$ cat src/mpioc_params.svh
`ifndef MPIOC_PARAMS_SVH
`define MPIOC_PARAMS_SVH

`define MPIOC_NUM_LINES        8
`define MPIOC_LINE_MASK        32'h0000_00ff

`define MPIOC_OFS_OWN_GPIO_SET 12'h000
`define MPIOC_OFS_OWN_FUNC_SET 12'h004
`define MPIOC_OFS_OWN_STATE    12'h008
`define MPIOC_OFS_DIR_SET      12'h010
`define MPIOC_OFS_DIR_CLEAR    12'h014
`define MPIOC_OFS_DIR_STATE    12'h018
`define MPIOC_OFS_LVL_SET      12'h030
`define MPIOC_OFS_LVL_CLEAR    12'h034
`define MPIOC_OFS_LVL_STATE    12'h038
`define MPIOC_OFS_PIN_READ     12'h03c
`define MPIOC_OFS_IRQ_SET      12'h040
`define MPIOC_OFS_IRQ_CLEAR    12'h044
`define MPIOC_OFS_IRQ_MASK     12'h048
`define MPIOC_OFS_CHG_FLAGS    12'h04c
`define MPIOC_OFS_CLK_ON       12'h050
`define MPIOC_OFS_CLK_OFF      12'h054
`define MPIOC_OFS_CLK_STATE    12'h058
`define MPIOC_OFS_CHG_CLEAR    12'h05c
`define MPIOC_OFS_OD_SET       12'h060
`define MPIOC_OFS_OD_CLEAR     12'h064
`define MPIOC_OFS_OD_STATE     12'h068

`define MPIOC_CLK_IO_BIT       0
`define MPIOC_CLK_FUNC_BIT     1

`define MPIOC_RST_OWN          8'hff
`define MPIOC_RST_ZERO         8'h00
`define MPIOC_RST_CLK          2'h3
`define MPIOC_RST_PIN          8'hff

`endif

$ cat src/mpioc_pkg.sv
package mpioc_pkg;
   typedef logic [7:0] mpioc_line_t;

   typedef struct packed {
      logic [1:0]  htrans;
      logic        hwrite;
      logic [11:0] haddr;
      logic        hsel;
      logic        hready;
   } mpioc_ahb_s;

   typedef struct packed {
      logic        dpValid;
      logic        dpWrite;
      logic [11:0] dpAddr;
      mpioc_line_t ownGpio;
      mpioc_line_t dirOut;
      mpioc_line_t outLevel;
      mpioc_line_t openDrain;
      mpioc_line_t irqMask;
      mpioc_line_t chgFlags;
      logic [1:0]  clkOn;
      mpioc_line_t syncA;
      mpioc_line_t syncB;
      mpioc_line_t lastLevel;
      logic [31:0] rdata;
      mpioc_line_t padOut;
      mpioc_line_t padOe;
      logic        irq;
   } mpioc_state_s;
endpackage

$ cat src/mpioc_core.sv
// Added by the designer: the AHB-Lite slave port.
`timescale 1ns/1ps
`include "mpioc_params.svh"

// Overview of operation
// - reset gives every pin to gpio
// - per-pin ownership set, clear, status
// - direction set, clear, status; gpio only
// - output level set, clear, status
// - gpio input undriven; function drives otherwise
// - pin level always readable
// - any pin edge sets change flag
// - enable/disable write shared interrupt mask
// - flag and mask raise shared interrupt
// - clear register write-one clears flags
// - without clear register, read clears flags
// - 32-bit registers, one bit per line
// - absent lines ignore writes, read zero
// - open drain drives low only
// - open drain set, clear, status, both owners
// - clock gate registers at 0x50..0x58
// - bit 0 io clock, bit 1 function
// - gated logic freezes, then resumes
// - interrupt logic runs while either clock on
// - every gpio line bidirectional
module mpioc_core
   import mpioc_pkg::*;
#(
   parameter bit HAS_CLEAR_REG = 1'b1
) (
   input  wire logic        ref_clk,
   input  wire logic        arst_n,
   input  wire logic        hsel,
   input  wire logic [31:0] haddr,
   input  wire logic [1:0]  htrans,
   input  wire logic        hwrite,
   input  wire logic [2:0]  hsize,
   input  wire logic [31:0] hwdata,
   input  wire logic        hready,
   output logic      [31:0] hrdata,
   output logic             hreadyout,
   output logic             hresp,
   input  wire mpioc_line_t funcOut,
   input  wire mpioc_line_t funcOe,
   input  wire logic        funcIrq,
   output mpioc_line_t      funcIn,
   output logic      [1:0]  clkEnable,
   input  wire mpioc_line_t padIn,
   output mpioc_line_t      padOut,
   output mpioc_line_t      padOe,
   output logic             irq
);

   mpioc_state_s r;
   mpioc_state_s next_r;
   mpioc_ahb_s   ahb;
   mpioc_line_t  wd;
   mpioc_line_t  chgEdge;
   mpioc_line_t  drvOe;
   mpioc_line_t  drvVal;
   logic         ioRun;
   logic         funcRun;
   logic         irqRun;
   logic         wr;
   logic         rd;

   assign ahb = '{htrans: htrans, hwrite: hwrite, haddr: haddr[11:0],
                  hsel: hsel, hready: hready};
   assign wd = hwdata[7:0];
   assign ioRun = r.clkOn[`MPIOC_CLK_IO_BIT];
   assign funcRun = r.clkOn[`MPIOC_CLK_FUNC_BIT];
   assign irqRun = ioRun | funcRun;
   assign wr = r.dpValid & r.dpWrite;
   assign rd = ahb.hsel & ahb.htrans[1] & ahb.hready & ~ahb.hwrite;
   assign chgEdge = r.syncB ^ r.lastLevel;

   // per-line pad drive selection
   genvar gi;
   generate
      for (gi = 0; gi < `MPIOC_NUM_LINES; gi++) begin : gLine
         always_comb begin
            if (r.ownGpio[gi]) begin
               drvOe[gi] = r.dirOut[gi];
               drvVal[gi] = r.outLevel[gi];
            end else begin
               drvOe[gi] = funcOe[gi];
               drvVal[gi] = funcOut[gi];
            end
         end
      end
   endgenerate

   always_comb begin
      next_r = r;
      next_r.dpValid = ahb.hsel & ahb.htrans[1] & ahb.hready;
      next_r.dpWrite = ahb.hwrite;
      next_r.dpAddr = ahb.haddr;
      // pins sampled through two flops; second one feeds all logic
      next_r.syncA = padIn;
      next_r.syncB = r.syncA;
      if (wr) begin
         unique case (r.dpAddr)
            `MPIOC_OFS_CLK_ON:
               next_r.clkOn = r.clkOn | hwdata[1:0];
            `MPIOC_OFS_CLK_OFF:
               next_r.clkOn = r.clkOn & ~hwdata[1:0];
            `MPIOC_OFS_OD_SET:
               next_r.openDrain = r.openDrain | wd;
            `MPIOC_OFS_OD_CLEAR:
               next_r.openDrain = r.openDrain & ~wd;
            default: ;
         endcase
      end
      // io clock gating: frozen config keeps state
      if (wr && ioRun) begin
         unique case (r.dpAddr)
            `MPIOC_OFS_OWN_GPIO_SET:
               next_r.ownGpio = r.ownGpio | wd;
            `MPIOC_OFS_OWN_FUNC_SET:
               next_r.ownGpio = r.ownGpio & ~wd;
            `MPIOC_OFS_DIR_SET:
               next_r.dirOut = r.dirOut | wd;
            `MPIOC_OFS_DIR_CLEAR:
               next_r.dirOut = r.dirOut & ~wd;
            `MPIOC_OFS_LVL_SET:
               next_r.outLevel = r.outLevel | wd;
            `MPIOC_OFS_LVL_CLEAR:
               next_r.outLevel = r.outLevel & ~wd;
            default: ;
         endcase
      end
      if (irqRun) begin
         next_r.lastLevel = r.syncB;
         if (wr && r.dpAddr == `MPIOC_OFS_IRQ_SET)
            next_r.irqMask = r.irqMask | wd;
         if (wr && r.dpAddr == `MPIOC_OFS_IRQ_CLEAR)
            next_r.irqMask = r.irqMask & ~wd;
         if (HAS_CLEAR_REG && wr && r.dpAddr == `MPIOC_OFS_CHG_CLEAR)
            next_r.chgFlags = r.chgFlags & ~wd;
         // read clears at address phase; edges in the same cycle survive
         if (!HAS_CLEAR_REG && rd &&
             ahb.haddr == `MPIOC_OFS_CHG_FLAGS)
            next_r.chgFlags = '0;
         next_r.chgFlags = next_r.chgFlags | chgEdge;
      end
      next_r.irq = irqRun ? (|(r.chgFlags & r.irqMask) | funcIrq)
                          : r.irq;
      if (ioRun) begin
         for (int i = 0; i < `MPIOC_NUM_LINES; i++) begin
            if (r.openDrain[i]) begin
               next_r.padOut[i] = 1'b0;
               next_r.padOe[i] = drvOe[i] & ~drvVal[i];
            end else begin
               next_r.padOut[i] = drvVal[i];
               next_r.padOe[i] = drvOe[i];
            end
         end
      end
      next_r.rdata = '0;
      if (rd) begin
         unique case (ahb.haddr)
            `MPIOC_OFS_OWN_STATE: next_r.rdata[7:0] = r.ownGpio;
            `MPIOC_OFS_DIR_STATE: next_r.rdata[7:0] = r.dirOut;
            `MPIOC_OFS_LVL_STATE: next_r.rdata[7:0] = r.outLevel;
            `MPIOC_OFS_PIN_READ: next_r.rdata[7:0] = r.syncB;
            `MPIOC_OFS_IRQ_MASK: next_r.rdata[7:0] = r.irqMask;
            `MPIOC_OFS_CHG_FLAGS: next_r.rdata[7:0] = r.chgFlags;
            `MPIOC_OFS_OD_STATE: next_r.rdata[7:0] = r.openDrain;
            `MPIOC_OFS_CLK_STATE: next_r.rdata[1:0] = r.clkOn;
            default: next_r.rdata = '0;
         endcase
      end
   end

   always_ff @(posedge ref_clk or negedge arst_n) begin
      if (!arst_n) begin
         r <= '0;
         r.ownGpio <= `MPIOC_RST_OWN;
         r.clkOn <= `MPIOC_RST_CLK;
         // idle pins rest at the pull-up level, so no false edge
         // follows reset; a pin held low still flags once
         r.syncA <= `MPIOC_RST_PIN;
         r.syncB <= `MPIOC_RST_PIN;
         r.lastLevel <= `MPIOC_RST_PIN;
      end else begin
         r <= next_r;
      end
   end

   // zero-wait slave; hrdata valid in the data phase cycle
   assign hrdata = r.rdata;
   assign hreadyout = 1'b1;
   assign hresp = 1'b0;
   assign funcIn = r.syncB;
   assign clkEnable = r.clkOn;
   assign padOut = r.padOut;
   assign padOe = r.padOe;
   assign irq = r.irq;

endmodule

$ cat config.mk
export PLATFORM = sky130hd
export DESIGN_NAME = mpioc_core
export DESIGN_NICKNAME = d
export VERILOG_FILES = /design/src/mpioc_pkg.sv /design/src/mpioc_core.sv
export VERILOG_INCLUDE_DIRS = /design/src
export SDC_FILE = /design/constraint.sdc
export NUM_CORES = 1
export LEC_CHECK = 0
export ABC_AREA = 1
export BUFFER_PORTS_ARGS = -buffer_cell sky130_fd_sc_hd__buf_2
export CAP_MARGIN = 25
export CORE_ASPECT_RATIO = 0.9
export CORE_UTILIZATION = 33
export DETAILED_ROUTE_END_ITERATION = 10
export PLACE_DENSITY_LB_ADDON = 0.3
export SETUP_SLACK_MARGIN = 0.15
export SLEW_MARGIN = 40
export SYNTH_ARGS = -nofsm -noshare
export SYNTH_HDL_FRONTEND = slang
export SYNTH_SLANG_ARGS = --single-unit
$ cat constraint.sdc
create_clock -name ref_clk -period 2 [get_ports ref_clk]
set_input_delay 0.2 -clock ref_clk [delete_from_list [all_inputs] [get_ports ref_clk]]
set_output_delay 0.2 -clock ref_clk [all_outputs]
set_load 0.005 [all_outputs]
==> flow_metrics.tcl, run 1 <==
set metrics [dict create \
    run_status "completed" \
    number_of_nets_with_antenna_violations_after_detailed_routing 0 \
    drt-vias-per-instance 4.59 \
    post_synth_inst_count 730 \
    tritoncts.num_buffers 17 \
    boundaryPins 160 \
    timing.slew.headroom 0.666 \
    fin_skew_ps 8.89 \
    report.final.setup_viol 0 \
    fmaxAchievable_mhz 575 \
    route.vias.total 4944 \
    fp.dieArea_um2 18500 \
    fp_rows 46 \
    worstSkewPairLatency_ps 420 \
    number_of_antenna_violations_at_the_first_check_in_global_routing 0 \
    synth-seq-area-share 0.484 \
    dieHeight_um 129 \
    first_pass_grt_wire_length_mm 24.6 \
    syn-cell-area_um2 5930 \
    worstRegToRegCells 6 \
    synth_edf_count 0 \
    hold_depth 3 \
    finalNonFillerCells 1077 \
    worst_path_largest_cell_delay_ps 360 \
    drtIter0Drc 318 \
    drc 0 \
    placeableCoreArea_um2 17600 \
    floorplan.initialDensity 0.337 \
    critical_path_class "reg2reg" \
    chipWidth_um 143 \
    number_of_placed_cells_counting_well_taps 1021 \
    cp-end-kind "flip-flop" \
    clock-root-buffer "clkbuf_16" \
    critical_register_to_register_path_startpoint "r[134]" \
    place_congestion 0.876 \
    finalCriticalPeriod_ps 1740 \
    commonest_cells_after_routing_fill_and_taps_aside "nand2_1 (179), buf_2 (84), inv_1 (79), dfrtp_1 (79), nor2_1 (67)" \
    grt_overflow_total 0 \
    path_cells "nor2_2 > nand2_2 > nor2_4 > nand3_1 > o31ai_1 > nand2_1" \
    period_share 0.870 \
    routed_wirelength_mm 15.1 \
    final_nets 923 \
    sum_of_negative_setup_slack_ps 0 \
    leakage_nw 3.45 \
    reg_clk_slew_reported_paths_ps 50 \
    power-per-cell-area_nw_per_um2 785 \
    buf_inv_stages_crit_path 0 \
    fillers 1823 \
    postSynth.asyncResetShare 1.00 \
    port_buffers 85 \
    yosysWarningCount 0 \
    critical_path_required_ps 2290 \
    setup.worst_path.start_class "flip-flop" \
    synthesis.area_per_instance_um2 8.13 \
    multiInputGateArea_um2 2310 \
    hold_path.startpoint "hready" \
    cap_violations 0 \
    tritoncts_clock_tree "yes" \
    slew_violations 0 \
    crit_family "simple AND/OR/NAND/NOR gates" \
    post-route-worst-setup-slack_ps 259 \
    area_growth_syn_to_layout_pct 21.7 \
    worst-path-stages 6 \
    dp.final_hpwl_mm 11.1 \
    worst_hold_slack_ps 30.4 \
    groute.usage.overall 0.178 \
    yosysUniqueCellTypes 35 \
    synth_seq_cells 113 \
    place_ws_ps 120 \
    critical_path_arrival_ps 2030 \
    layout-drive-gt1-share 0.232 \
    worst_slew_pin_slew_ps 500 \
    rsz_0062_raised_after_global_routing "false" \
    worst_hold_path_type "in2reg" \
    slowest_stage "dfrtp_1" \
    final-hold-violation-count 0 \
    maximum_number_of_pins_on_one_net_before_global_route_repair 43 \
    n_antenna_cell 0 \
    htree_levels 4 \
    worst_setup_path_startpoint "r[134]" \
    worst-path-max-fanout 8 \
    synth_ff_type "dfrtp_1" \
    vdd_ir_drop_max_v 0.000611 \
    regArea_um2 2870 \
    wl_per_cell_um 14.0 \
    clkSinkCount 113 \
    layout.cells.most_common "nand2_1" \
    drt_pre_antenna_iters 5 \
    cts_max_path_buffers 2 \
    grt_pass1_vias 4790 \
]
-- worst reg2reg max path, cell delays in order, from the launching register on --
cell and delay, ps:
dfrtp_1 360, nor2_2 200, nand2_2 140, nor2_4 160, nand3_1 320, o31ai_1 350
nand2_1 90
-- path summary, 6_finish.rpt --
kind	endpoint	slack, ps
setup / recovery	r[79]	260
hold / removal	r[136]	30
setup reg to reg	r[79]	260
hold reg to reg	funcIn[6]	350
max in group asynchronous	async pin	1050
min in group asynchronous	r[134]	290
-- layer usage --
metal  track usage  vias to the layer above  share of wire  routed length (um)
met1         0.232                     2346           0.47                7170
met2         0.286                      125           0.46                7000
met3        0.0462                       17          0.049                 742
met4        0.0651                        0          0.015                 223
met5             0                        -              0                   0
li1              -                     2456              -                   -
-- per-stage QoR --
stage               utilization  total power [mW]  cell area [um2]
finish                    0.410              5.67             7220
detailed placement        0.362              2.77             6380
global placement          0.362              2.77             6380
global route              0.410              5.90             7220
floorplan                     -              2.64             6020
CTS                       0.407              5.75             7170
-- kinds of logic after synthesis --
| kind of cell | synth area share |
|---|---|
| buf+inv | 0.144 |
| compound gates | 0.0928 |
| simple gates | 0.278 |
| flops | 0.484 |
| other cells | 0.00127 |
-- cells in the mapped netlist, types with 14 or more instances --
cell type / number / area, um2
nand2_1: 179 / 672
inv_1: 80 / 300
dfrtp_1: 79 / 1980
nor2_1: 69 / 259
buf_4: 63 / 473
nand3_1: 61 / 305
dfstp_2: 34 / 893
nand4_1: 24 / 150
o21ai_0: 24 / 120
o21ai_1: 20 / 100
o21a_1: 16 / 120
a21oi_1: 15 / 75.1
o31ai_1: 14 / 105
-- power by group --
group	internal, mW	total [mW]	switching, mW
combinational	0.140	0.339	0.199
clock	1.90	2.91	1.01
sequential	2.38	2.42	0.0488
total	4.42	5.67	1.25
-- layout make-up --
class                      count  share of cell area
clock buffer                  28              0.0730
multi-input combinational    482               0.320
timing repair buffer         127               0.118
sequential                   113               0.398
inverter                      83              0.0437
tap                          240              0.0416
clock inverter                 4             0.00659
-- what timing repair did --
action,in CTS,in global routing
cloned,0,0
hold buffers,22,0
pin swaps,0,2
setup endpoints to repair,5,16
resized for setup,1,2
setup buffers,0,2
hold endpoints to repair,44,0
No activity file was read; power rests on OpenSTA's default activity.
==> inputs of run 2 (changes only) <==
- CORE_UTILIZATION: 33 -> 24
- REMOVE_ABC_BUFFERS: unset -> 1
==> run 2 against run 1 <==
Utilization fell by 11 points. Design area rose by 1.6%. Cell count rose by 6.0%. Critical endpoint is now r[81].
==> flow_metrics.tcl, run 2 (synthesis gave the netlist of run 1 again) <==
set metrics [dict create \
    dpl-instance-area_um2 6440 \
    htree_levels 4 \
    report.power.total_mw 6.11 \
    drtIter0Drc 242 \
    critical_path_class "reg2reg" \
    end_point_of_the_worst_hold_path "r[136]" \
    drt-vias-per-instance 4.26 \
    commonest_cells_after_routing_fill_and_taps_aside "nand2_1 (179), buf_2 (84), inv_1 (79), dfrtp_1 (79), nor2_1 (67)" \
    critical_register_to_register_path_startpoint "r[134]" \
    grt_overflow_total 0 \
    boundaryPins 160 \
    place_congestion 0.836 \
    worst_hold_path_type "in2reg" \
    layout.cells.most_common "nand2_1" \
    port_buffers 85 \
    reg_clk_slew_reported_paths_ps 60 \
    final_design_area_no_fill_um2 7330 \
    cap_violations 0 \
    worstSkewPairLatency_ps 420 \
    cts_max_path_buffers 2 \
    fin_skew_ps 11.4 \
    number_of_nets_with_antenna_violations_after_detailed_routing 0 \
    number_of_antenna_violations_at_the_first_check_in_global_routing 0 \
    first_pass_grt_wire_length_mm 25.2 \
    setup.worst_path.start_class "flip-flop" \
    timing.rr.end "r[81]" \
    critical_path_required_ps 2290 \
    finish.utilization 0.302 \
    rsz_0062_raised_after_global_routing "true" \
    route.vias.total 4866 \
    n_antenna_cell 0 \
    power-per-cell-area_nw_per_um2 834 \
    dieHeight_um 151 \
    floorplan.initialDensity 0.245 \
    period_share 0.866 \
    hold_path.startpoint "hready" \
    fp.dieArea_um2 25400 \
    chipWidth_um 168 \
    placeableCoreArea_um2 24300 \
    critical_path_arrival_ps 2030 \
    vdd_ir_drop_max_v 0.000395 \
    final-hold-violation-count 0 \
    worst-path-max-fanout 8 \
    finalCriticalPeriod_ps 1730 \
    finalNonFillerCells 1142 \
    layout-drive-gt1-share 0.234 \
    number_of_placed_cells_counting_well_taps 1088 \
    grt_pass1_vias 4697 \
    tritoncts.num_buffers 17 \
    drt_pre_antenna_iters 4 \
    routed_wirelength_mm 15.8 \
    fillers 2614 \
    drc 0 \
    final_nets 921 \
    fmaxAchievable_mhz 577 \
    hold_depth 3 \
    wl_per_cell_um 13.8 \
    sum_of_negative_setup_slack_ps 0 \
    fp_rows 54 \
    cp-end-kind "flip-flop" \
    clock-root-buffer "clkbuf_16" \
    area_growth_syn_to_layout_pct 23.6 \
    groute.usage.overall 0.131 \
    slew_violations 0 \
    tritoncts_clock_tree "yes" \
    report.final.setup_viol 0 \
    clkSinkCount 113 \
    leakage_nw 3.46 \
    maximum_number_of_pins_on_one_net_before_global_route_repair 79 \
    worst-r2r-setup-slack_ps 270 \
    dp.final_hpwl_mm 11.8 \
    worstRegToRegCells 6 \
    run_status "completed" \
]
-- run 2: cell count changes in the layout (fill, tap and decap cells not counted), sizes merged --
cell,change
bufinv,+4
clkinvlp,+1
clkbuf,-8
clkinv,+2
buf,-2
-- run 2: worst max path at each step --
stage	startpoint	to	slack [ps]	cells after the start
floorplan	haddr[11]	hrdata[2]	-230	9
global placement	r[134]	r[77]	270	6
detailed placement	r[134]	r[81]	230	6
CTS	haddr[11]	hrdata[4]	210	11
global route	r[134]	r[82]	100	6
finish	r[134]	r[81]	270	6
-- run 2: layout make-up --
class / count / area, um2 / area share
Clock inverter: 11 / 185 / 0.0252
Inverter: 83 / 314 / 0.0428
Sequential cell: 113 / 2870 / 0.391
Tap cell: 308 / 385 / 0.0525
Multi-Input combinational cell: 482 / 2310 / 0.315
Clock buffer: 20 / 457 / 0.0623
Timing Repair Buffer: 125 / 812 / 0.111
-- run 2: critical path, cell delays in order (launching register included) --
cell,delay [ps]
dfrtp_1,370
nor2_2,200
nand2_2,130
nor2_4,150
nand3_1,340
o31ai_1,350
nand2_1,70
-- run 2: power breakdown --
part | switching (mW) | total [mW] | internal, mW | leakage [nW]
clock network | 1.09 | 3.35 | 2.26 | 0.312
registers | 0.0484 | 2.42 | 2.37 | 1.27
logic | 0.203 | 0.340 | 0.136 | 1.88
-- run 2: metal layers --
layer	part of all wire	track usage	wire length (um)
met5	0	0	0
met4	0.0056	0.0289	88
met1	0.48	0.177	7580
met3	0.062	0.0384	975
met2	0.45	0.207	7110
-- run 2: through the flow --
| step | setup WS [ps] | hold WS, ps |
|---|---|---|
| 5_1_grt | 105 | 38.5 |
| 6_report | 268 | 32.5 |
| 3_3_place_gp | 269 | 39.5 |
| 2_1_floorplan | -231 | -95.6 |
| 4_1_cts | 212 | 16.5 |
| 3_5_place_dp | 232 | 36.9 |
-- run 2: repair_timing --
| action | in CTS | in global routing |
|---|---|---|
| setup buffers | 0 | 1 |
| hold buffers | 22 | 0 |
| hold endpoints to repair | 102 | 0 |
| endpoints found under the setup margin | 0 | 20 |
| gates resized for setup | 0 | 4 |
